===== src/verilog/uhr_consts.vh =====
// Register offsets, reset values and capability constants of the host register bank.
`ifndef UHR_CONSTS_VH
`define UHR_CONSTS_VH
`define UHR_OFS_CAPLEN   10'h000
`define UHR_OFS_IFVER    10'h002
`define UHR_OFS_STRUCT   10'h004
`define UHR_OFS_CAPPAR   10'h008
`define UHR_OFS_HCMD     10'h020
`define UHR_OFS_HSTS     10'h024
`define UHR_OFS_HIEN     10'h028
`define UHR_OFS_FRIDX    10'h02C
`define UHR_OFS_CFGFLG   10'h060
`define UHR_OFS_PORT1    10'h064
`define UHR_OFS_ISODONE  10'h130
`define UHR_OFS_ISOSKIP  10'h134
`define UHR_OFS_ISOLAST  10'h138
`define UHR_OFS_INTDONE  10'h140
`define UHR_OFS_INTSKIP  10'h144
`define UHR_OFS_INTLAST  10'h148
`define UHR_OFS_ASYDONE  10'h150
`define UHR_OFS_ASYSKIP  10'h154
`define UHR_OFS_ASYLAST  10'h158
`define UHR_OFS_HWMODE   10'h300
`define UHR_OFS_CHIPID   10'h304
`define UHR_OFS_SCRATCH  10'h308
`define UHR_OFS_SWRST    10'h30C
`define UHR_OFS_IRQFLG   10'h310
`define UHR_OFS_IRQFEN   10'h314
`define UHR_OFS_ISOOR    10'h318
`define UHR_OFS_INTOR    10'h31C
`define UHR_OFS_ASYOR    10'h320
`define UHR_OFS_ISOAND   10'h324
`define UHR_OFS_INTAND   10'h328
`define UHR_OFS_ASYAND   10'h32C
`define UHR_OFS_DMACFG   10'h330
`define UHR_OFS_BUFSTS   10'h334
`define UHR_OFS_ASYTMO   10'h338
`define UHR_OFS_MEMSET   10'h33C
`define UHR_OFS_EDGECNT  10'h340
`define UHR_OFS_DMASTA   10'h344
`define UHR_OFS_PWRDN    10'h354
`define UHR_CAPLEN_VAL   8'h20
`define UHR_IFVER_VAL    16'h0100
`define UHR_STRUCT_VAL   32'h00000011
`define UHR_CAPPAR_VAL   32'h00000086
`define UHR_RST_ZERO     32'h00000000
`define UHR_RST_HCMD     32'h00080B00
`define UHR_RST_PORT1    32'h00002000
`define UHR_RST_SKIP     32'hFFFFFFFF
`define UHR_RST_HWMODE   32'h00000100
`define UHR_RST_EDGECNT  32'h0000000F
`define UHR_RST_PWRDN    32'h03E81BA0
// The identity value is arbitrary and names no real part.
`define UHR_CHIPID_VAL   32'h0000ABCD
`define UHR_NUM_SLOTS    33
`define UHR_PER_REGION   2'b10
`endif


===== src/verilog/uhr_top.v =====
// Register bank and address decoder of the host controller behind the processor bus.
// What this block does
// - Every register is a 32-bit word; no narrower access on a 32-bit bus.
// - On a 16-bit bus two halves are written before the word is stored; a read takes the word on the lower half.
// - Offsets 000h to 1FFh decode as the operational register group.
// - Host and OTG configuration and interrupt registers lie only in 300h to 3FFh.
// - Offsets 200h to 2FFh go to the peripheral controller, not this bank.
// - Seventeen address lines; 15 or 14 of them span 64 kB by bus width.
// - Two extra address lines select a bank for virtual segmentation.
// - No byte lane address bit; 8-bit accesses are not supported.
// - Capability length reads constant 20h in bits 7 to 0.
// - Interface version reads constant BCD 0100h in its 16 bits.
// - Reset comes only from the external active-low I_RST_N input.
`include "uhr_consts.vh"
module uhr_top (
    input  wire        I_CLK,
    input  wire        I_RST_N,
    input  wire        I_CS_N,
    input  wire        I_RD_N,
    input  wire        I_WR_N,
    input  wire [17:1] I_ADDR,
    input  wire [31:0] I_DATA,
    input  wire        I_BUS16,
    input  wire [31:0] I_PERIPH_RDATA,
    output wire [31:0] O_DATA,
    output wire        O_DATA_OE_N,
    output wire [1:0]  O_BANK,
    output wire        O_PERIPH_SEL,
    output wire        O_PERIPH_RD,
    output wire        O_PERIPH_WR,
    output wire [7:0]  O_PERIPH_OFS,
    output wire [31:0] O_PERIPH_WDATA,
    output wire [31:0] O_HOST_CMD,
    output wire [31:0] O_HW_MODE
);
    // Slot index of each storing register; bit 6 marks a listed offset.
    function [6:0] slot_of;
        input [9:0] ofs;
        begin
            case (ofs)
                `UHR_OFS_HCMD:    slot_of = 7'h40;
                `UHR_OFS_HSTS:    slot_of = 7'h41;
                `UHR_OFS_HIEN:    slot_of = 7'h42;
                `UHR_OFS_FRIDX:   slot_of = 7'h43;
                `UHR_OFS_CFGFLG:  slot_of = 7'h44;
                `UHR_OFS_PORT1:   slot_of = 7'h45;
                `UHR_OFS_ISODONE: slot_of = 7'h46;
                `UHR_OFS_ISOSKIP: slot_of = 7'h47;
                `UHR_OFS_ISOLAST: slot_of = 7'h48;
                `UHR_OFS_INTDONE: slot_of = 7'h49;
                `UHR_OFS_INTSKIP: slot_of = 7'h4A;
                `UHR_OFS_INTLAST: slot_of = 7'h4B;
                `UHR_OFS_ASYDONE: slot_of = 7'h4C;
                `UHR_OFS_ASYSKIP: slot_of = 7'h4D;
                `UHR_OFS_ASYLAST: slot_of = 7'h4E;
                `UHR_OFS_HWMODE:  slot_of = 7'h4F;
                `UHR_OFS_SCRATCH: slot_of = 7'h50;
                `UHR_OFS_SWRST:   slot_of = 7'h51;
                `UHR_OFS_IRQFLG:  slot_of = 7'h52;
                `UHR_OFS_IRQFEN:  slot_of = 7'h53;
                `UHR_OFS_ISOOR:   slot_of = 7'h54;
                `UHR_OFS_INTOR:   slot_of = 7'h55;
                `UHR_OFS_ASYOR:   slot_of = 7'h56;
                `UHR_OFS_ISOAND:  slot_of = 7'h57;
                `UHR_OFS_INTAND:  slot_of = 7'h58;
                `UHR_OFS_ASYAND:  slot_of = 7'h59;
                `UHR_OFS_DMACFG:  slot_of = 7'h5A;
                `UHR_OFS_BUFSTS:  slot_of = 7'h5B;
                `UHR_OFS_ASYTMO:  slot_of = 7'h5C;
                `UHR_OFS_MEMSET:  slot_of = 7'h5D;
                `UHR_OFS_EDGECNT: slot_of = 7'h5E;
                `UHR_OFS_DMASTA:  slot_of = 7'h5F;
                `UHR_OFS_PWRDN:   slot_of = 7'h60;
                default:          slot_of = 7'h00;
            endcase
        end
    endfunction

    // Reset value of each storing slot.
    function [31:0] rst_of;
        input [5:0] s;
        begin
            case (s)
                6'h00:   rst_of = `UHR_RST_HCMD;
                6'h05:   rst_of = `UHR_RST_PORT1;
                6'h07:   rst_of = `UHR_RST_SKIP;
                6'h0A:   rst_of = `UHR_RST_SKIP;
                6'h0D:   rst_of = `UHR_RST_SKIP;
                6'h0F:   rst_of = `UHR_RST_HWMODE;
                6'h1E:   rst_of = `UHR_RST_EDGECNT;
                6'h20:   rst_of = `UHR_RST_PWRDN;
                default: rst_of = `UHR_RST_ZERO;
            endcase
        end
    endfunction

    // Peripheral controller range test on a byte offset.
    function is_periph;
        input [15:0] ofs;
        begin
            is_periph = (ofs[15:10] == 6'h00) && (ofs[9:8] == `UHR_PER_REGION);
        end
    endfunction

    wire [52:0] sy;
    wire        bus16;
    wire        cs;
    wire        rd;
    wire        wr;
    wire [17:1] addr;
    wire [31:0] wd;
    wire        rd_act;
    wire        wr_act;
    wire        rd_go;
    wire        wr_go;
    wire [15:0] rofs;
    wire [15:0] wofs;
    wire        hi;
    wire [31:0] pair_rdata;
    wire        word_rd;
    wire        word_wr;
    wire [31:0] word_wdata;
    wire [6:0]  wslot;
    wire        w_host;
    wire        w_periph;
    wire        r_periph;

    reg         rd_act_q;
    reg         wr_act_q;
    reg  [17:1] waddr_q;
    reg  [31:0] wd_q;
    reg  [31:0] data_q;
    reg         oe_n_q;
    reg  [1:0]  bank_q;
    reg         psel_q;
    reg         pwr_q;
    reg  [7:0]  pofs_q;
    reg  [31:0] pwdata_q;
    reg  [31:0] regs_q [0:`UHR_NUM_SLOTS-1];
    reg  [31:0] rword;
    reg  [6:0]  rslot;
    integer     i;

    // Strobes, address, data and the width strap all cross in through two flops.
    uhr_pin_sync #(
        .W (53)
    ) u_sync (
        .i_clk   (I_CLK),
        .i_rst_n (I_RST_N),
        .i_d     ({I_BUS16, I_CS_N, I_RD_N, I_WR_N, I_ADDR, I_DATA}),
        .o_q     (sy)
    );

    assign bus16  = sy[52];
    assign cs     = ~sy[51];
    assign rd     = ~sy[50];
    assign wr     = ~sy[49];
    assign addr   = sy[48:32];
    assign wd     = sy[31:0];
    assign rd_act = cs & rd;
    assign wr_act = cs & wr;

    // A read is taken as its strobe opens; a write as its strobe closes.
    assign rd_go = rd_act & ~rd_act_q;
    assign wr_go = wr_act_q & ~wr_act;

    // Byte offsets carry no lane bit; the upper two lines pick the bank.
    assign rofs = {addr[15:1], 1'b0};
    assign wofs = {waddr_q[15:1], 1'b0};
    assign hi   = rd_go ? addr[1] : waddr_q[1];

    uhr_half_pair u_pair (
        .i_clk        (I_CLK),
        .i_rst_n      (I_RST_N),
        .i_bus16      (bus16),
        .i_rd_go      (rd_go),
        .i_wr_go      (wr_go),
        .i_hi         (hi),
        .i_wdata      (wd_q),
        .i_rword      (rword),
        .o_rdata      (pair_rdata),
        .o_word_rd    (word_rd),
        .o_word_wr    (word_wr),
        .o_word_wdata (word_wdata)
    );

    // Word offsets ignore line 1 so a 32-bit bus always sees whole words.
    assign wslot    = slot_of({wofs[9:2], 2'b00});
    assign w_host   = (wofs[15:10] == 6'h00) & ~is_periph(wofs);
    assign w_periph = is_periph(wofs);
    assign r_periph = is_periph(rofs);

    always @* begin
        rword = 32'h00000000;
        rslot = slot_of({rofs[9:2], 2'b00});
        if (r_periph) begin
            rword = I_PERIPH_RDATA;
        end else if (rofs[15:10] == 6'h00) begin
            case ({rofs[9:2], 2'b00})
                `UHR_OFS_CAPLEN: rword = {`UHR_IFVER_VAL, 8'h00, `UHR_CAPLEN_VAL};
                `UHR_OFS_STRUCT: rword = `UHR_STRUCT_VAL;
                `UHR_OFS_CAPPAR: rword = `UHR_CAPPAR_VAL;
                `UHR_OFS_CHIPID: rword = `UHR_CHIPID_VAL;
                default: begin
                    if (rslot[6]) begin
                        rword = regs_q[rslot[5:0]];
                    end else begin
                        rword = 32'h00000000;
                    end
                end
            endcase
        end
    end

    always @(posedge I_CLK or negedge I_RST_N) begin
        if (!I_RST_N) begin
            rd_act_q <= 1'b0;
            wr_act_q <= 1'b0;
            waddr_q  <= 17'h00000;
            wd_q     <= 32'h00000000;
        end else begin
            rd_act_q <= rd_act;
            wr_act_q <= wr_act;
            if (wr_act) begin
                waddr_q <= addr;
                wd_q    <= wd;
            end
        end
    end

    // Reset alone loads the listed values; after it only bus writes change them.
    always @(posedge I_CLK or negedge I_RST_N) begin
        if (!I_RST_N) begin
            for (i = 0; i < `UHR_NUM_SLOTS; i = i + 1) begin
                regs_q[i] <= rst_of(i[5:0]);
            end
        end else if (word_wr && w_host && wslot[6]) begin
            regs_q[wslot[5:0]] <= word_wdata;
        end
    end

    // Read data and the bus drive come from flops.
    always @(posedge I_CLK or negedge I_RST_N) begin
        if (!I_RST_N) begin
            data_q <= 32'h00000000;
            oe_n_q <= 1'b1;
        end else begin
            oe_n_q <= ~rd_act;
            if (rd_go) begin
                data_q <= pair_rdata;
            end
        end
    end

    // Bank select and the peripheral hand-off.
    always @(posedge I_CLK or negedge I_RST_N) begin
        if (!I_RST_N) begin
            bank_q   <= 2'b00;
            psel_q   <= 1'b0;
            pwr_q    <= 1'b0;
            pofs_q   <= 8'h00;
            pwdata_q <= 32'h00000000;
        end else begin
            psel_q <= cs & r_periph;
            pwr_q  <= word_wr & w_periph;
            if (rd_go) begin
                bank_q <= addr[17:16];
                pofs_q <= rofs[7:0];
            end else if (wr_go) begin
                bank_q <= waddr_q[17:16];
                pofs_q <= wofs[7:0];
            end
            if (word_wr & w_periph) begin
                pwdata_q <= word_wdata;
            end
        end
    end

    assign O_DATA         = data_q;
    assign O_DATA_OE_N    = oe_n_q;
    assign O_BANK         = bank_q;
    assign O_PERIPH_SEL   = psel_q;
    assign O_PERIPH_RD    = word_rd & r_periph;
    assign O_PERIPH_WR    = pwr_q;
    assign O_PERIPH_OFS   = pofs_q;
    assign O_PERIPH_WDATA = pwdata_q;
    assign O_HOST_CMD     = regs_q[0];
    assign O_HW_MODE      = regs_q[15];
endmodule


===== src/verilog/uhr_pin_sync.v =====
// Two-stage synchroniser for the asynchronous bus pins.
module uhr_pin_sync #(
    parameter W = 1
) (
    input  wire         i_clk,
    input  wire         i_rst_n,
    input  wire [W-1:0] i_d,
    output wire [W-1:0] o_q
);
    reg [W-1:0] meta_q;
    reg [W-1:0] sync_q;

    always @(posedge i_clk or negedge i_rst_n) begin
        if (!i_rst_n) begin
            meta_q <= {W{1'b1}};
            sync_q <= {W{1'b1}};
        end else begin
            meta_q <= i_d;
            sync_q <= meta_q;
        end
    end

    assign o_q = sync_q;
endmodule


===== src/verilog/uhr_half_pair.v =====
// Pairs two 16-bit half accesses into one 32-bit register read or write.
module uhr_half_pair (
    input  wire        i_clk,
    input  wire        i_rst_n,
    input  wire        i_bus16,
    input  wire        i_rd_go,
    input  wire        i_wr_go,
    input  wire        i_hi,
    input  wire [31:0] i_wdata,
    input  wire [31:0] i_rword,
    output wire [31:0] o_rdata,
    output wire        o_word_rd,
    output wire        o_word_wr,
    output wire [31:0] o_word_wdata
);
    reg [15:0] lo_q;
    reg        lo_ok_q;
    reg [31:0] rlat_q;
    reg        rok_q;
    wire [15:0] hi_half;

    // A 32-bit bus moves whole words; a 16-bit bus writes the word on the upper half and reads it on the lower half.
    assign o_word_wr    = i_wr_go & (~i_bus16 | (i_hi & lo_ok_q));
    assign o_word_wdata = i_bus16 ? {i_wdata[15:0], lo_q} : i_wdata;
    assign o_word_rd    = i_rd_go & (~i_bus16 | ~i_hi | ~rok_q);
    assign hi_half      = rok_q ? rlat_q[31:16] : i_rword[31:16];
    assign o_rdata      = ~i_bus16 ? i_rword :
                          (i_hi ? {16'h0000, hi_half} : {16'h0000, i_rword[15:0]});

    always @(posedge i_clk or negedge i_rst_n) begin
        if (!i_rst_n) begin
            lo_q    <= 16'h0000;
            lo_ok_q <= 1'b0;
            rlat_q  <= 32'h00000000;
            rok_q   <= 1'b0;
        end else begin
            if (i_wr_go & i_bus16) begin
                if (!i_hi) begin
                    lo_q    <= i_wdata[15:0];
                    lo_ok_q <= 1'b1;
                end else begin
                    lo_ok_q <= 1'b0;
                end
            end
            if (i_rd_go & i_bus16) begin
                if (!i_hi) begin
                    rlat_q <= i_rword;
                    rok_q  <= 1'b1;
                end else begin
                    rok_q  <= 1'b0;
                end
            end
        end
    end
endmodule


===== config.mk =====
export PLATFORM = sky130hd
export DESIGN_NAME = uhr_top
export DESIGN_NICKNAME = d
export VERILOG_FILES = /design/src/verilog/uhr_top.v /design/src/verilog/uhr_pin_sync.v /design/src/verilog/uhr_half_pair.v
export VERILOG_INCLUDE_DIRS = /design/src /design/src/verilog
export SDC_FILE = /design/constraint.sdc
export NUM_CORES = 2
export LEC_CHECK = 0
export BUFFER_PORTS_ARGS = -buffer_cell sky130_fd_sc_hd__buf_2
export CAP_MARGIN = 10
export CORE_UTILIZATION = 35
export CTS_CLUSTER_SIZE = 14
export DETAILED_ROUTE_END_ITERATION = 16
export PLACE_DENSITY = 0.61
export SYNTH_ARGS = -nofsm -noshare
export SYNTH_HDL_FRONTEND = slang
export SYNTH_SLANG_ARGS = --single-unit

===== constraint.sdc =====
create_clock -name I_CLK -period 3.04 [get_ports I_CLK]
set_input_delay 0.152 -clock I_CLK [delete_from_list [all_inputs] [get_ports I_CLK]]
set_output_delay 0.152 -clock I_CLK [all_outputs]
set_load 0.005 [all_outputs]

==> results.py <==
metrics = {
    "outcome": {
        "status": "finished with violations",
        "violations": "negative setup slack",
    },
    "clock_tree": {
        "root_buffer": "clkbuf_16",
        "numCtsBuffers": 143,
        "clk_pin_slew_worst_paths_ns": 0.06,
        "htreeDepth": 4,
        "cts.sink_count": 1323,
        "cts_tree": "built",
        "max-clock-path-buffers": 3,
        "clk_latency_ns": 0.81,
    },
    "critical_path": {
        "crit_slowest_cell": "dfstp_4",
        "worstSetupEndpointType": "register",
        "crit_arrival_ns": 4.43,
        "cp_top_family": "compound AO/OA/AOI/OAI gates",
        "critPathBufInv": 6,
        "critPathMaxStageDelay_ns": 0.50,
        "cp_common_cell": "buf_6",
        "cp.required_ns": 3.73,
        "worstSetupPathType": "register to register",
        "worstPathCellList": "buf_6 -> or3b_4 -> a211o_1 -> buf_6 -> o311ai_4 -> nor2_4 -> buf_12 -> buf_16 -> buf_12 -> nand2_1 -> a32oi_1 -> o21a_1 -> a211oi_4 -> buf_6 -> nor2_4 -> o22a_1",
        "worstPathMaxFanout": 7,
        "start_kind": "register",
    },
    "timing": {
        "drv_slew": 0,
        "hold_ws_ns": 0.0373,
        "fin_crit_ns": 3.74,
        "max_slew_margin": 0.359,
        "tightest_slew_ns": 0.962,
        "fin_skew_ns": 0.0311,
        "hold_violations": 0,
        "fin_ws_ns": -0.697,
        "fmax_mhz": 268,
        "rsz0062_at_grt": "yes",
        "setup_viol": 749,
        "min_period_over_period": 1.23,
    },
    "route": {
        "wirelength_um": 270000,
        "via_per_inst": 5.86,
        "ant_nets": 0,
        "drc_errors": 0,
        "first_iter_violations": 7785,
        "wire_per_inst_um": 29.2,
        "vias": 54100,
        "dr.pass1.iters": 6,
    },
    "global_route": {
        "grtUsageTotal": 0.305,
        "antenna_found_initial": 26,
        "grt_pass1_wl_um": 381000,
        "grt-ovfl-total": 0,
        "grt_pass1_vias": 51700,
        "grt_max_degree": 151,
    },
    "yosys": {
        "async_reset_ff_frac": 1.00,
        "synth_warnings": 0,
        "synth_area_per_cell_sq_um": 9.86,
        "synth_top_cell_area_share": 0.460,
        "synth_ff_type": "dfrtp_1",
        "syn_nets": 6140,
        "ys_ff_latch": 1323,
        "synth_top_area_cell": "dfrtp_1",
        "synth_cell_types": 101,
        "synth_edf_count": 0,
        "ys_seq_area_frac": 0.559,
        "yosys-top-cells-area": "dfrtp_1 46%, dfstp_2 9.9%, nand2_1 9.6%",
        "netlist_area_sq_um": 59700,
        "synth_cells": 6053,
    },
    "placement": {
        "portBuffers": 227,
        "gp_congestion": 0.967,
        "dp_hpwl_um": 160000,
        "placed_area_sq_um": 67500,
        "dp_slack_ns": -0.989,
    },
    "finish": {
        "nFillCells": 15100,
        "multiInputGateArea_sq_um": 26200,
        "final_core_util": 0.480,
        "final_cell_mix": "1495 x nand2_1, 1095 x dfrtp_1, 640 x o21ai_0, 477 x buf_4, 266 x a21oi_1",
        "layout.nets": 6974,
        "regArea_sq_um": 33400,
        "area_growth_pct": 36.0,
        "drive_above_1_share": 0.335,
        "layout_commonest_cell": "nand2_1",
        "final_area_sq_um": 81200,
    },
    "power": {
        "p_leak_nw": 35.3,
        "peakVddDrop_uv": 636,
        "power.total_mw": 42.4,
        "powerDensity_nw_per_um2": 522,
    },
    "worst_hold_path": {
        "min_path_type": "input port to register",
    },
    "floorplan": {
        "rows": 151,
        "start_util": 0.353,
        "core_sq_um": 169000,
        "fp.dieH_um": 415,
        "die_area_sq_um": 172000,
        "die_x_um": 415,
        "pin_count": 229,
    },
    "run": {
        "drv_cap": 0,
    },
}
==> cells in the mapped netlist (19+ instances only) <==
cell type  count
and3_1        40
buf_4        129
a31oi_1       65
buf_6         26
a221oi_1      19
mux2_2       353
nand3_1      277
mux2i_1      151
clkbuf_1     259
a21oi_1      305
nor2_1       243
a32oi_1       35
o21ai_1       53
a22oi_1       37
buf_2        128
nand2_1     1529
o21ai_0      688
nor3_1        25
nand4_1       34
dfstp_2      225
dfrtp_1     1098
==> worst paths after layout <==
path / from / to / slack [ns] / cells past startpoint
min reg2reg: u_sync.meta_q[11] / u_sync.o_q[11] / 0.33 / 0
min: I_DATA[30] / u_sync.meta_q[30] / 0.04 / 2
max: u_sync.o_q[40] / O_DATA[1] / -0.70 / 16
max reg2reg: u_sync.o_q[40] / O_DATA[1] / -0.70 / 16
min in group asynchronous: I_RST_N / u_sync.meta_q[38] / 0.56 / 3
max in group asynchronous: I_RST_N / regs_q[67] / 1.51 / 5
==> final cells by class <==
| type | count | share of cell area |
|---|---|---|
| diodes | 11 | 0.000339 |
| clock buffers | 227 | 0.0529 |
| clock inverters | 39 | 0.00604 |
| inverters | 11 | 0.000555 |
| multi-input cells | 4162 | 0.322 |
| flip-flops and latches | 1323 | 0.411 |
| well taps | 2218 | 0.0342 |
| repair buffers | 1246 | 0.172 |
==> cells by family after synthesis <==
logic type / synth area share
buffers and inverters: 0.0498
DFF: 0.559
AOI/OAI and AO/OA: 0.132
muxes: 0.0978
other: 0.0000628
xor gates and xnor gates: 0.000440
and+or+nand+nor: 0.160
==> power breakdown <==
part | switching, mW | leakage [nW] | internal [mW]
Sequential | 0.488 | 17.5 | 18.1
Clock | 7.60 | 2.34 | 10.4
Combinational | 3.85 | 15.5 | 2.04
Total | 11.9 | 35.3 | 30.5
==> timing repair <==
item | in CTS | in global routing
pin swaps | 124 | 101
endpoints found under the setup margin | 718 | 1014
cloned | 64 | 6
buffers inserted | 167 | 81
hold buffers | 131 | 0
endpoints found under the hold margin | 1103 | 0
gates resized for setup | 641 | 224
==> flip-flops by register name, indices dropped and copies added (netlist names), 2 cells and up <==
signal / cells
u_sync.meta_q: 53
u_pair.rlat_q: 16
O_HOST_CMD: 32
waddr_q: 17
O_PERIPH_WDATA: 32
u_sync.o_q: 53
u_pair.lo_q: 16
wd_q: 32
O_HW_MODE: 32
O_BANK: 2
O_DATA: 32
O_PERIPH_OFS: 7
regs_q: 992
==> metrics by stage <==
stage / setup TNS, ns / std cells
after global placement: -80.87 / 8537
after global routing: -168.23 / 9228
after detailed placement: -76.25 / 8537
after CTS: -46.48 / 9157
after floorplan: 0 / 6053
final: -103.86 / 9237
==> layer usage <==
metal  vias up  global-route usage  share of wire
met1     26800               0.397           0.38
met4        20               0.196          0.081
met5         -                   0        0.00055
met2      3786               0.439           0.41
li1      22500                   -              -
met3      1020              0.0941           0.13
Power figures use the tool's default switching activity.
